### config.mk
export PLATFORM = sky130hd
export DESIGN_NAME = port_rate_limiter
export DESIGN_NICKNAME = d
export VERILOG_FILES = /design/src/logic/rl_pkg.sv /design/src/logic/rl_fifo_if.sv /design/src/logic/rl_fifo.sv /design/src/logic/port_rate_limiter.sv
export SDC_FILE = /design/constraint.sdc
export NUM_CORES = 1
export LEC_CHECK = 0
export BUFFER_PORTS_ARGS = -buffer_cell sky130_fd_sc_hd__buf_4
export CAP_MARGIN = 20
export CORE_MARGIN = 2
export CORE_UTILIZATION = 69
export CTS_CLUSTER_DIAMETER = 200
export CTS_CLUSTER_SIZE = 28
export DETAILED_ROUTE_END_ITERATION = 12
export GPL_TIMING_DRIVEN = 0
export PLACE_DENSITY = 0.89
export SYNTH_ARGS = -nofsm -noshare
export SYNTH_HDL_FRONTEND = slang
export SYNTH_HIERARCHICAL = 1
export SYNTH_SLANG_ARGS = --single-unit
### constraint.sdc
create_clock -name MCLK_I -period 15.74 [get_ports MCLK_I]
set_clock_uncertainty 0.05 [all_clocks]
set_input_delay 1.574 -clock MCLK_I [delete_from_list [all_inputs] [get_ports MCLK_I]]
set_output_delay 1.574 -clock MCLK_I [all_outputs]
set_load 0.005 [all_outputs]
### src/logic/rl_pkg.sv
package rl_pkg;
  // clock and refill timing
  localparam int unsigned CLK_MHZ      = 50;
  localparam int unsigned TICK_US      = 1000;
  localparam int unsigned TICK_CYC     = TICK_US * CLK_MHZ;
  localparam int unsigned TICK_W       = 16;

  // register indices, byte address is four times the index
  localparam logic [9:0]  IDX_ING_LO   = 10'h074;
  localparam logic [9:0]  IDX_ING_HI   = 10'h076;
  localparam logic [9:0]  IDX_EG_LO    = 10'h078;
  localparam logic [9:0]  IDX_CTRL     = 10'h080;
  localparam logic [9:0]  IDX_STAT     = 10'h081;
  localparam int unsigned ADDR_W       = 12;

  // code fields
  localparam int unsigned CODE_W       = 7;
  localparam int unsigned HI_LSB       = 8;
  localparam int unsigned LO_LSB       = 0;
  localparam logic [15:0] CODE_MASK    = 16'h7f7f;
  localparam logic [15:0] CODE_RST     = 16'h0000;

  // rate code table
  localparam logic [6:0]  MBPS_MAX_100 = 7'h64;
  localparam logic [6:0]  MBPS_MAX_10  = 7'h0a;
  localparam logic [6:0]  KBPS_FIRST   = 7'h65;
  localparam logic [6:0]  KBPS_LAST    = 7'h73;
  localparam logic [6:0]  KBPS_BASE    = 7'h64;
  localparam logic [13:0] BYTES_MBPS   = 14'h007d;
  localparam logic [13:0] BYTES_64K    = 14'h0008;
  localparam logic [15:0] CREDIT_CAP   = 16'h4000;

  // per-frame overhead
  localparam logic [15:0] IFG_BYTES    = 16'h000c;
  localparam logic [15:0] PRE_BYTES    = 16'h0008;

  // control register layout
  localparam int unsigned CTRL_SPEED   = 0;
  localparam int unsigned CTRL_QUE_LSB = 1;
  localparam int unsigned CTRL_MOD_LSB = 3;
  localparam int unsigned CTRL_IFG     = 5;
  localparam int unsigned CTRL_PRE     = 6;
  localparam logic [15:0] CTRL_MASK    = 16'h007f;
  localparam logic [15:0] CTRL_RST     = 16'h0001;
  localparam logic [1:0]  QUE_ONE      = 2'h0;
  localparam logic [1:0]  QUE_TWO      = 2'h1;

  // status register layout
  localparam int unsigned STAT_FULL    = 0;
  localparam int unsigned STAT_HOLD    = 1;
  localparam int unsigned STAT_DROP_LSB = 8;

  // frame descriptor layout
  localparam int unsigned DESC_W       = 16;
  localparam int unsigned LEN_LSB      = 0;
  localparam int unsigned LEN_W        = 11;
  localparam int unsigned PRIO_LSB     = 11;
  localparam int unsigned TYPE_LSB     = 13;
  localparam int unsigned DIR_BIT      = 15;
  localparam logic [1:0]  TYPE_BCAST   = 2'h3;

  localparam int unsigned FIFO_DEPTH   = 4;
  localparam int unsigned NB           = 6;
  localparam logic [2:0]  EG_BASE      = 3'h4;

  typedef enum logic [1:0] {
    ST_IDLE = 2'b01,
    ST_HOLD = 2'b10
  } lim_state_e;
endpackage

### src/logic/rl_fifo_if.sv
interface rl_fifo_if #(parameter int WIDTH = 16);
  logic             in_valid;
  logic             in_ready;
  logic [WIDTH-1:0] in_data;
  logic             out_valid;
  logic             out_ready;
  logic [WIDTH-1:0] out_data;
  modport fifo_mp (input in_valid, in_data, out_ready, output in_ready, out_valid, out_data);
  modport user_mp (output in_valid, in_data, out_ready, input in_ready, out_valid, out_data);
endinterface

### src/logic/rl_fifo.sv
module rl_fifo #(
  parameter int WIDTH = 16,
  parameter int DEPTH = 4
) (
  input  wire logic clk_i,
  input  wire logic arst_n_i,
  rl_fifo_if.fifo_mp f
);
  localparam int AW = $clog2(DEPTH);

  logic [WIDTH-1:0] mem [DEPTH];
  logic [AW-1:0]    wp_r;
  logic [AW-1:0]    rp_r;
  logic [AW:0]      cnt_r;
  logic [AW:0]      cnt_nxt;
  logic             rdy_r;
  wire              push = f.in_valid & rdy_r;
  wire              pop  = f.out_ready & (cnt_r != '0);

  assign cnt_nxt     = cnt_r + (AW+1)'(push) - (AW+1)'(pop);
  assign f.in_ready  = rdy_r;
  assign f.out_valid = cnt_r != '0;
  assign f.out_data  = mem[rp_r];

  always_ff @(posedge clk_i or negedge arst_n_i) begin
    if (!arst_n_i) begin
      wp_r  <= '0;
      rp_r  <= '0;
      cnt_r <= '0;
      rdy_r <= 1'b0;
    end else begin
      wp_r  <= wp_r + AW'(push);
      rp_r  <= rp_r + AW'(pop);
      cnt_r <= cnt_nxt;
      rdy_r <= cnt_nxt != (AW+1)'(DEPTH);
    end
  end

  always_ff @(posedge clk_i) begin
    if (push) begin
      mem[wp_r] <= f.in_data;
    end
  end
endmodule // rl_fifo

### src/logic/port_rate_limiter.sv
// Decided for this implementation: the APB slave port.
module port_rate_limiter #(
  parameter int unsigned TICK_CYCLES = rl_pkg::TICK_CYC
) (
  input  wire logic                        MCLK_I,
  input  wire logic                        ARST_N_I,
  input  wire logic                        PSEL_I,
  input  wire logic                        PENABLE_I,
  input  wire logic                        PWRITE_I,
  input  wire logic [rl_pkg::ADDR_W-1:0]   PADDR_I,
  input  wire logic [31:0]                 PWDATA_I,
  output logic      [31:0]                 PRDATA_O,
  output logic                             PREADY_O,
  output logic                             PSLVERR_O,
  input  wire logic                        FRM_VALID_I,
  input  wire logic [rl_pkg::DESC_W-1:0]   FRM_DATA_I,
  output logic                             FRM_READY_O,
  output logic                             RES_VALID_O,
  output logic                             RES_PASS_O,
  output logic      [rl_pkg::DESC_W-1:0]   RES_DATA_O
);
  localparam int unsigned TICK_W_L = rl_pkg::TICK_W;
  typedef rl_pkg::lim_state_e lim_state_q_t;

  rl_fifo_if #(.WIDTH(rl_pkg::DESC_W)) q ();

  logic [15:0]         ing_lo_r;
  logic [15:0]         ing_hi_r;
  logic [15:0]         eg_lo_r;
  logic [15:0]         ctrl_r;
  logic [7:0]          drop_cnt_r;
  logic                pready_r;
  logic                pslverr_r;
  logic [31:0]         prdata_r;
  logic                res_valid_r;
  logic                res_pass_r;
  logic [15:0]         res_data_r;
  logic                frm_ready_r;
  logic [TICK_W_L-1:0] tick_cnt_r;
  lim_state_q_t        state_r;
  lim_state_q_t        state_nxt;
  logic [15:0]         credit_r [rl_pkg::NB];
  logic [6:0]          codes    [rl_pkg::NB];
  logic [13:0]         add_w    [rl_pkg::NB];
  logic [rl_pkg::NB-1:0] limited;
  logic [rl_pkg::NB-1:0] charge;

  rl_fifo #(.WIDTH(rl_pkg::DESC_W), .DEPTH(rl_pkg::FIFO_DEPTH)) u_fifo (
    .clk_i    (MCLK_I),
    .arst_n_i (ARST_N_I),
    .f        (q.fifo_mp)
  );
  assign q.in_valid = FRM_VALID_I;
  assign q.in_data  = FRM_DATA_I;

  // apb decode
  wire [9:0] idx      = PADDR_I[rl_pkg::ADDR_W-1:2];
  wire       aligned  = PADDR_I[1:0] == 2'h0;
  wire       sel_ilo  = aligned & (idx == rl_pkg::IDX_ING_LO);
  wire       sel_ihi  = aligned & (idx == rl_pkg::IDX_ING_HI);
  wire       sel_elo  = aligned & (idx == rl_pkg::IDX_EG_LO);
  wire       sel_ctl  = aligned & (idx == rl_pkg::IDX_CTRL);
  wire       sel_st   = aligned & (idx == rl_pkg::IDX_STAT);
  wire       mapped   = sel_ilo | sel_ihi | sel_elo | sel_ctl | sel_st;
  wire       acc      = PSEL_I & PENABLE_I & pready_r;
  wire       wr_en    = acc & PWRITE_I;
  wire       holding  = state_r == rl_pkg::ST_HOLD;
  wire [15:0] stat_w  = {drop_cnt_r, 6'h00, holding, ~frm_ready_r};
  wire [15:0] rd_mux  = sel_ilo ? ing_lo_r : sel_ihi ? ing_hi_r : sel_elo ? eg_lo_r :
                        sel_ctl ? ctrl_r : sel_st ? stat_w : 16'h0000;

  // control fields
  wire       speed100 = ctrl_r[rl_pkg::CTRL_SPEED];
  wire [1:0] que      = ctrl_r[rl_pkg::CTRL_QUE_LSB +: 2];
  wire [1:0] mode     = ctrl_r[rl_pkg::CTRL_MOD_LSB +: 2];
  wire       ifg_on   = ctrl_r[rl_pkg::CTRL_IFG];
  wire       pre_on   = ctrl_r[rl_pkg::CTRL_PRE];
  wire       tick     = tick_cnt_r == TICK_W_L'(TICK_CYCLES - 1);

  assign codes[0] = ing_lo_r[rl_pkg::LO_LSB +: rl_pkg::CODE_W];
  assign codes[1] = ing_lo_r[rl_pkg::HI_LSB +: rl_pkg::CODE_W];
  assign codes[2] = ing_hi_r[rl_pkg::LO_LSB +: rl_pkg::CODE_W];
  assign codes[3] = ing_hi_r[rl_pkg::HI_LSB +: rl_pkg::CODE_W];
  assign codes[4] = eg_lo_r[rl_pkg::LO_LSB +: rl_pkg::CODE_W];
  assign codes[5] = eg_lo_r[rl_pkg::HI_LSB +: rl_pkg::CODE_W];

  // head descriptor
  wire [15:0] hd      = q.out_data;
  wire [15:0] hlen    = {5'h00, hd[rl_pkg::LEN_LSB +: rl_pkg::LEN_W]};
  wire [1:0]  hprio   = hd[rl_pkg::PRIO_LSB +: 2];
  wire [1:0]  htype   = hd[rl_pkg::TYPE_LSB +: 2];
  wire        hegr    = hd[rl_pkg::DIR_BIT];
  wire [15:0] cost    = hlen + (ifg_on ? rl_pkg::IFG_BYTES : 16'h0000)
                             + (pre_on ? rl_pkg::PRE_BYTES : 16'h0000);
  wire [2:0]  hidx    = hegr ? (rl_pkg::EG_BASE + {2'h0, hprio[0]}) : {1'b0, hprio};
  wire        eg_app  = (que == rl_pkg::QUE_ONE) ? (hprio == 2'h0) :
                        (que == rl_pkg::QUE_TWO) ? (hprio <= 2'h1) :
                        1'b0;
  wire        applied = hegr ? eg_app : (htype >= mode);
  wire        head_lim = applied & limited[hidx];
  wire        credit_ok = credit_r[hidx] >= cost;
  wire        pass_now = q.out_valid & (~head_lim | credit_ok);
  wire        drop_now = q.out_valid & head_lim & ~credit_ok & ~hegr;
  wire        hold_now = q.out_valid & head_lim & ~credit_ok & hegr;
  assign q.out_ready = pass_now | drop_now;

  // per-bucket rate decode and credit
  for (genvar b = 0; b < rl_pkg::NB; b++) begin : g_bucket
    wire [6:0]  code    = codes[b];
    wire [6:0]  mb_max  = speed100 ? rl_pkg::MBPS_MAX_100 : rl_pkg::MBPS_MAX_10;
    wire        mbps_ok = (code != 7'h00) & (code <= mb_max);
    wire        kbps_ok = (code >= rl_pkg::KBPS_FIRST) & (code <= rl_pkg::KBPS_LAST);
    wire [6:0]  ksteps  = code - rl_pkg::KBPS_BASE;
    wire [16:0] sum     = {1'b0, credit_r[b]} + {3'h0, (tick ? add_w[b] : 14'h0000)};
    wire [15:0] capped  = (sum > {1'b0, rl_pkg::CREDIT_CAP}) ? rl_pkg::CREDIT_CAP : sum[15:0];
    assign limited[b] = mbps_ok | kbps_ok;
    assign add_w[b]   = mbps_ok ? 14'({7'h00, code} * rl_pkg::BYTES_MBPS) :
                        kbps_ok ? 14'({7'h00, ksteps} * rl_pkg::BYTES_64K) :
                        14'h0000;
    assign charge[b]  = pass_now & head_lim & (hidx == 3'(b));
    always_ff @(posedge MCLK_I or negedge ARST_N_I) begin
      if (!ARST_N_I) begin
        credit_r[b] <= rl_pkg::CREDIT_CAP;
      end else begin
        credit_r[b] <= capped - (charge[b] ? cost : 16'h0000);
      end
    end
  end

  always_comb begin
    state_nxt = state_r;
    case (state_r)
      rl_pkg::ST_IDLE: begin
        if (hold_now) begin
          state_nxt = rl_pkg::ST_HOLD;
        end
      end
      rl_pkg::ST_HOLD: begin
        if (pass_now) begin
          state_nxt = rl_pkg::ST_IDLE;
        end
      end
      default: state_nxt = rl_pkg::ST_IDLE;
    endcase
  end

  always_ff @(posedge MCLK_I or negedge ARST_N_I) begin
    if (!ARST_N_I) begin
      ing_lo_r <= rl_pkg::CODE_RST;
      ing_hi_r <= rl_pkg::CODE_RST;
      eg_lo_r  <= rl_pkg::CODE_RST;
      ctrl_r   <= rl_pkg::CTRL_RST;
    end else if (wr_en) begin
      if (sel_ilo) ing_lo_r <= PWDATA_I[15:0] & rl_pkg::CODE_MASK;
      if (sel_ihi) ing_hi_r <= PWDATA_I[15:0] & rl_pkg::CODE_MASK;
      if (sel_elo) eg_lo_r  <= PWDATA_I[15:0] & rl_pkg::CODE_MASK;
      if (sel_ctl) ctrl_r   <= PWDATA_I[15:0] & rl_pkg::CTRL_MASK;
    end
  end

  always_ff @(posedge MCLK_I or negedge ARST_N_I) begin
    if (!ARST_N_I) begin
      pready_r  <= 1'b0;
      pslverr_r <= 1'b0;
      prdata_r  <= 32'h0000_0000;
    end else begin
      pready_r  <= PSEL_I & PENABLE_I & ~pready_r;
      pslverr_r <= PSEL_I & PENABLE_I & ~pready_r & ~mapped;
      prdata_r  <= (PSEL_I & PENABLE_I & ~pready_r & ~PWRITE_I) ? {16'h0000, rd_mux}
                                                              : 32'h0000_0000;
    end
  end

  always_ff @(posedge MCLK_I or negedge ARST_N_I) begin
    if (!ARST_N_I) begin
      tick_cnt_r  <= '0;
      state_r     <= rl_pkg::ST_IDLE;
      res_valid_r <= 1'b0;
      res_pass_r  <= 1'b0;
      res_data_r  <= 16'h0000;
      drop_cnt_r  <= 8'h00;
      frm_ready_r <= 1'b0;
    end else begin
      tick_cnt_r  <= tick ? '0 : tick_cnt_r + 1'b1;
      state_r     <= state_nxt;
      res_valid_r <= pass_now | drop_now;
      res_pass_r  <= pass_now;
      res_data_r  <= q.out_ready ? hd : res_data_r;
      drop_cnt_r  <= drop_cnt_r + 8'(drop_now);
      frm_ready_r <= q.in_ready;
    end
  end

  assign PRDATA_O    = prdata_r;
  assign PREADY_O    = pready_r;
  assign PSLVERR_O   = pslverr_r;
  assign RES_VALID_O = res_valid_r;
  assign RES_PASS_O  = res_pass_r;
  assign RES_DATA_O  = res_data_r;
  assign FRM_READY_O = q.in_ready;
endmodule // port_rate_limiter

==> results of run 1 <==
[through the flow]
| step | power [mW] | util (%) | instances | hold WS [ps] | worst slack, ps |
|---|---|---|---|---|---|
| after CTS | 4.09 | 74.4 | 3843 | 441 | 6220 |
| final | 4.18 | 74.5 | 3846 | 437 | 6020 |
| after global placement | 3.54 | 73.3 | 3812 | 392 | 6480 |
| after detailed placement | 3.69 | 73.6 | 3821 | 424 | 6280 |
| after floorplan | 2.94 | - | 3192 | 358 | 7700 |
| after global routing | 4.45 | 74.5 | 3845 | 466 | 5460 |
[worst paths after layout]
| check | from | to | slack [ps] | cells past startpoint |
|---|---|---|---|---|
| setup / recovery | eg_lo_r[2] | credit_r[30] | 6020 | 35 |
| hold / removal | tick_cnt_r[0] | tick_cnt_r[0] | 440 | 1 |
| setup reg to reg | eg_lo_r[2] | credit_r[30] | 6020 | 35 |
| hold reg to reg | tick_cnt_r[0] | tick_cnt_r[0] | 440 | 1 |
| max in group asynchronous | ARST_N_I | credit_r[23] | 13540 | 2 |
| min in group asynchronous | ARST_N_I | ing_lo_r[9] | 1030 | 1 |
[routing by layer]
metal	GRT usage (%)	wire length [µm]
met1	49.7	33500
met2	61.2	37600
met3	6.41	6730
met4	16.1	3990
met5	0	12
[registers in the layout (all words and copies together), names as in the netlist]
| name | count |
|---|---|
| state_r | 2 |
| u_fifo/mem | 64 |
| PRDATA_O | 15 |
| PREADY_O | 1 |
| u_fifo/wp_r | 2 |
| PSLVERR_O | 1 |
| credit_r | 96 |
| RES_VALID_O | 1 |
| ing_hi_r | 14 |
| tick_cnt_r | 16 |
| RES_DATA_O | 16 |
| drop_cnt_r | 8 |
| eg_lo_r | 14 |
| u_fifo/rp_r | 2 |
| u_fifo/f.in_ready | 1 |
| u_fifo/cnt_r | 3 |
| ctrl_r | 7 |
| frm_ready_r | 1 |
| RES_PASS_O | 1 |
| ing_lo_r | 14 |
[worst max-delay path, delay by kind of cell (launching register included)]
family          cells  cell delay, ps
buf+inv             4             820
flops               1             700
fa+ha+maj           7            2680
simple gates        6             810
xor+xnor            1             140
mux                 2             620
compound gates     15            3810
[layout by cell type, fill, tap and decap left out, types with 14 or more instances in the layout]
cell,n
a211oi_1,17
a21boi_0,33
a21o_1,52
a21oi_1,150
a222oi_1,14
and2_1,31
and3_1,28
and4_1,20
buf_4,102
clkbuf_1,67
conb_1,17
dfrtp_1,207
edfxtp_1,64
fa_1,123
ha_1,484
inv_1,342
mux2_2,36
mux2i_1,24
mux4_2,20
nand2_1,230
nand2b_1,38
nand3_1,65
nand4_1,50
nor2_1,240
nor2b_1,57
nor3_1,50
nor4_1,26
o21a_1,23
o21ai_0,201
o22ai_1,17
or3_1,19
xnor2_1,129
xor2_1,64
[logic make-up (layout without fill, tap and decap cells)]
| kind of cell | count (synthesis) | in the layout |
|---|---|---|
| xor gates and xnor gates | 194 | 194 |
| DFF | 279 | 279 |
| AOI/OAI and AO/OA | 638 | 638 |
| muxes | 88 | 88 |
| buffers and inverters | 430 | 544 |
| and+or+nand+nor | 939 | 939 |
| other | 1 | 18 |
| adders and majority gates | 607 | 607 |
[power breakdown]
part | switching, mW | internal, mW
clock | 0.242 | 0.160
sequential | 0.164 | 0.953
combinational | 1.57 | 1.09
[layout make-up]
class                           instances  area [µm²]
Multi-Input combinational cell       2483       20400
Clock buffer                           21         355
Tap cell                              539         674
Inverter                              342        1280
Timing Repair Buffer                   92         737
Antenna cell                            1        2.50
Sequential cell                       279        7310
Fill cell                            2974       10700
Clock inverter                          1        8.76
Buffer                                 88         428
==> metrics.txt, run 1 <==
Mapped Area 29400 µm²; status completed; Overflow after GRT 0; worst hold path type reg2reg; Arr. time, crit path 10120 ps; Port Buffer Count 81; Layout area overhead 6.31%; max cap viols 0; clk root buf clkbuf_16; Ports 119; post-synthesis async set-or-reset flop share 77.1%; CTS tree yes; FF+latch count, synth 279; Synth area leader ha_1; # DRC 0; Synth Area in Simple Gates 16.3%; GPL Wtd Cong 1.03; TritonCTS buffer count 13; delay of the slowest cell on the worst path 700 ps; CTS resizes 0; total leakage power 14.8 nW; WL per Instance 21.3 µm; Yosys warning total 6; H-tree Lvls 1; predominant post-synthesis flop cell dfrtp_1; Seq/Total Area, Yosys 24.9%; count leader, synth ha_1; worst vdd ir 0.140 mV; Vias/cell 6.45; drt first pass iters 12; Final period util 61.7%; nature of the critical path startpoint flop; top cells by area, synth ha_1 21%, dfrtp_1 18%, fa_1 8.4%, edfxtp_1 6.5%, inv_1 4.4%; CP Max Fanout 10; std cell rows 75; Die Area 44300 µm²; setup bufs post-CTS 0; synth cell count leaders 484 x ha_1, 342 x inv_1, 240 x nor2_1, 230 x nand2_1, 207 x dfrtp_1; power per cell area 134 nW/µm²; slew margin rel. 18.8%; Post-Synth Adder-Cell Area 29.0%; # clock sinks 279; Core Box Area 41900 µm²; first-pass GRT wire length 131000 µm; clk_lat worst skew 540 ps; DRT antenna net count 0; TNS Setup 0 ps; most frequent CP cell o21ai_0; Compound-Gate Fraction of Synth Area 13.8%; final net count 3972; via count 24800; CP endpoint kind flop; post-synthesis cell type count 88; post-synth top area share 20.6%; Mapped Avg Cell Area 9.25 µm²; CTS Hold Bufs 0; Cells after Synth 3176; placed cell area 30900 µm²; worst-margin pin slew 1210 ps; multiplexer area fraction after synthesis 4.45%; Synth Area in XOR/XNOR 5.83%; total track usage 37.6%; Iteration-0 DRC Markers 2401; Die Ht 210 µm; hpwl dp 65900 µm; Post-Route WL 81800 µm; Initial Util 70.1%; vias in the first global route 25200; clk slew on worst S/H paths 130 ps; die width 210 µm; worst path required time 16140 ps; Final setup violation count 0; Post-synth EDFFs 64; Final Max Tran Viols 0; RSZ-0062 raised after global routing no; kind of critical path reg2reg; ratio of cells with drive above 1 in the final layout 6.84%; largest family of logic cells by synthesized area adder cells; initial antenna violation count 2; Hold Vio Cnt, Final 0; min cycle time layout 9720 ps; clock buffer depth 3; Max Clk Rate 0.103 GHz; slowest CP cell dfrtp_1; Final Cell Area 31200 µm²; pin count of the biggest net entering global routing 115
Power figures use the tool's default switching activity.
==> run 2: changes to the inputs <==
--- a/config.mk
+++ b/config.mk
@@ -8,12 +8,12 @@
 export BUFFER_PORTS_ARGS = -buffer_cell sky130_fd_sc_hd__buf_4
 export CAP_MARGIN = 20
 export CORE_MARGIN = 2
-export CORE_UTILIZATION = 69
+export CORE_UTILIZATION = 58
 export CTS_CLUSTER_DIAMETER = 200
 export CTS_CLUSTER_SIZE = 28
 export DETAILED_ROUTE_END_ITERATION = 12
 export GPL_TIMING_DRIVEN = 0
-export PLACE_DENSITY = 0.89
+export PLACE_DENSITY = 0.8
 export SYNTH_ARGS = -nofsm -noshare
 export SYNTH_HDL_FRONTEND = slang
 export SYNTH_HIERARCHICAL = 1
==> constraint.sdc (replaced) <==
create_clock -name MCLK_I -period 8.6 [get_ports MCLK_I]
set_clock_uncertainty 0.05 [all_clocks]
set_input_delay 0.86 -clock MCLK_I [delete_from_list [all_inputs] [get_ports MCLK_I]]
set_output_delay 0.86 -clock MCLK_I [all_outputs]
set_load 0.005 [all_outputs]
==> metrics.txt, run 2 (synthesized netlist as in run 1, its figures left out) <==
status completed; power per cell area 237 nW/µm²; max FFs per register 96; Final Cell Area 32800 µm²; Core Box Area 50100 µm²; Worst Reg-to-Reg Cells 35; CP Max Fanout 10; Final Max Tran Viols 0; via count 24600; total leakage power 15.3 nW; GPL Wtd Cong 1.01; clock network power share 9.6%; clock buffer depth 3; TritonCTS buffer count 13; CTS Hold Bufs 0; Final setup violation count 0; WL per Instance 19.7 µm; Net Sw Power 3.63 mW; slew margin rel. 31.1%; Vias/cell 6.01; total track usage 29.7%; nature of the critical path startpoint flop; ratio of cells with drive above 1 in the final layout 13.6%; worst r2r src ing_hi_r[9]; non-filler cells, final 4088; Die Area 52500 µm²; pin count of the biggest net entering global routing 111; initial antenna violation count 1; Layout area overhead 11.7%; worst hold path type in2async; Layout fillers 3996; final net count 4083; max cap viols 0; clk root buf clkbuf_16; diode count 0; std cell rows 82; most common cell after layout, fill and taps aside ha_1; Hold Vio Cnt, Final 0; Sw Ratio 46.6%; most frequent CP cell ha_1; Max Clk Rate 0.120 GHz; Final period util 96.8%; clk slew on worst S/H paths 120 ps; Top Registers credit_r x96, u_fifo/mem x64; placed cell area 31100 µm²; Port Buffer Count 81; Int Pwr 4.16 mW; # DRC 0; Ports 119; worst-margin pin slew 1030 ps; Die Ht 229 µm; clk_lat worst skew 540 ps; RR Endpoint credit_r[44]; worst path required time 8980 ps; min cycle time layout 8320 ps; delay of the slowest cell on the worst path 530 ps; # placed instances 3956; slowest CP cell fa_1; register area 7350 µm²; pre-CTS setup slack -741 ps; register with the most flip-flops credit_r; area of the multi-input gates 20800 µm²; final worst slack 278 ps; kind of critical path reg2reg; most frequent cells in the layout 476 x ha_1, 320 x inv_1, 230 x nand2_1, 227 x nor2_1, 211 x buf_4; Iteration-0 DRC Markers 2216; Arr. time, crit path 8700 ps; Combinational Power Share 64.3%; drt first pass iters 9; sequential power share 26.1%; CP endpoint kind flop; die width 229 µm; Overflow after GRT 0; H-tree Lvls 1; DRT antenna net count 0; Initial Util 58.7%; vias in the first global route 23900; worst vdd ir 0.228 mV; first-pass GRT wire length 125000 µm; hpwl dp 61300 µm; reg2reg setup slack 280 ps; Post-Route WL 80400 µm; CTS tree yes; # clock sinks 279
-- run 2: cell count changes in the layout (fill, tap and decap cells not counted), moves of 24 or more --
cell      change
buf_4       +109
o21ai_0      -31
dfrtp_1      -29
dfrtp_2      +29
o21ai_1      +29
a21boi_0     -24
-- run 2: power groups by stage --
stage | Clock [mW] | Sequential (mW) | Combinational [mW]
after floorplan | 0 | 1.91 | 3.47
after global placement | 0 | 2.03 | 4.52
after detailed placement | 0 | 2.04 | 4.69
after CTS | 0.758 | 2.01 | 4.75
after global routing | 0.790 | 2.05 | 5.50
final | 0.747 | 2.03 | 5.01
-- run 2: stage by stage --
stage	utilization (%)	hold slack (ps)	power, mW	TNS, ps
floorplan	-	358	5.37	0
global placement	61.7	395	6.55	-5880
detailed placement	62.1	393	6.72	-8540
CTS	63.8	287	7.52	0
global route	65.6	300	8.35	-648
finish	65.6	241	7.79	0
-- run 2: how the worst max path moves through the flow --
stage                      from           end  slack [ps]  cells past startpoint
CTS                   ctrl_r[0]  credit_r[12]           2                     32
detailed placement  eg_lo_r[12]  credit_r[14]        -740                     34
finish              ing_hi_r[9]  credit_r[44]         280                     35
floorplan            eg_lo_r[8]  credit_r[12]         560                     35
global placement    eg_lo_r[12]  credit_r[14]        -610                     36
global route        ing_hi_r[9]  credit_r[44]        -220                     35
-- run 2: worst max-delay path: cells and delay by family (launching register included) --
| family | cells | cell delay [ps] |
|---|---|---|
| adders and majority gates | 7 | 2790 |
| AOI/OAI and AO/OA | 14 | 2330 |
| and+or+nand+nor | 9 | 1910 |
| DFF | 1 | 500 |
| buffers and inverters | 3 | 340 |
| xor gates and xnor gates | 2 | 290 |
-- run 2: final cells by class --
| class | instances | area share (%) |
|---|---|---|
| clock inverters | 1 | 0.0267 |
| well taps | 672 | 2.56 |
| repair inverters | 1 | 0.0229 |
| flip-flops and latches | 279 | 22.4 |
| multi-input cells | 2483 | 63.5 |
| clock buffers | 20 | 1.07 |
| plain buffers | 85 | 1.30 |
| inverters | 342 | 4.15 |
| repair buffers | 205 | 5.00 |
-- run 2: routing by layer --
layer  up-vias  part of all wire [%]  track usage (%)
met2       989                    45             47.8
met3       231                   7.8             4.41
li1      11600                     -                -
met5         -                     0                0
met4         0                   4.5             10.3
met1     11700                    43             41.0
-- run 2: timing repair --
action,in CTS,in global routing
gates resized for setup,72,128
endpoints found under the setup margin,33,53
buffers inserted,38,74
pin swaps,3,37
cloned,0,1
hold endpoints to repair,0,0
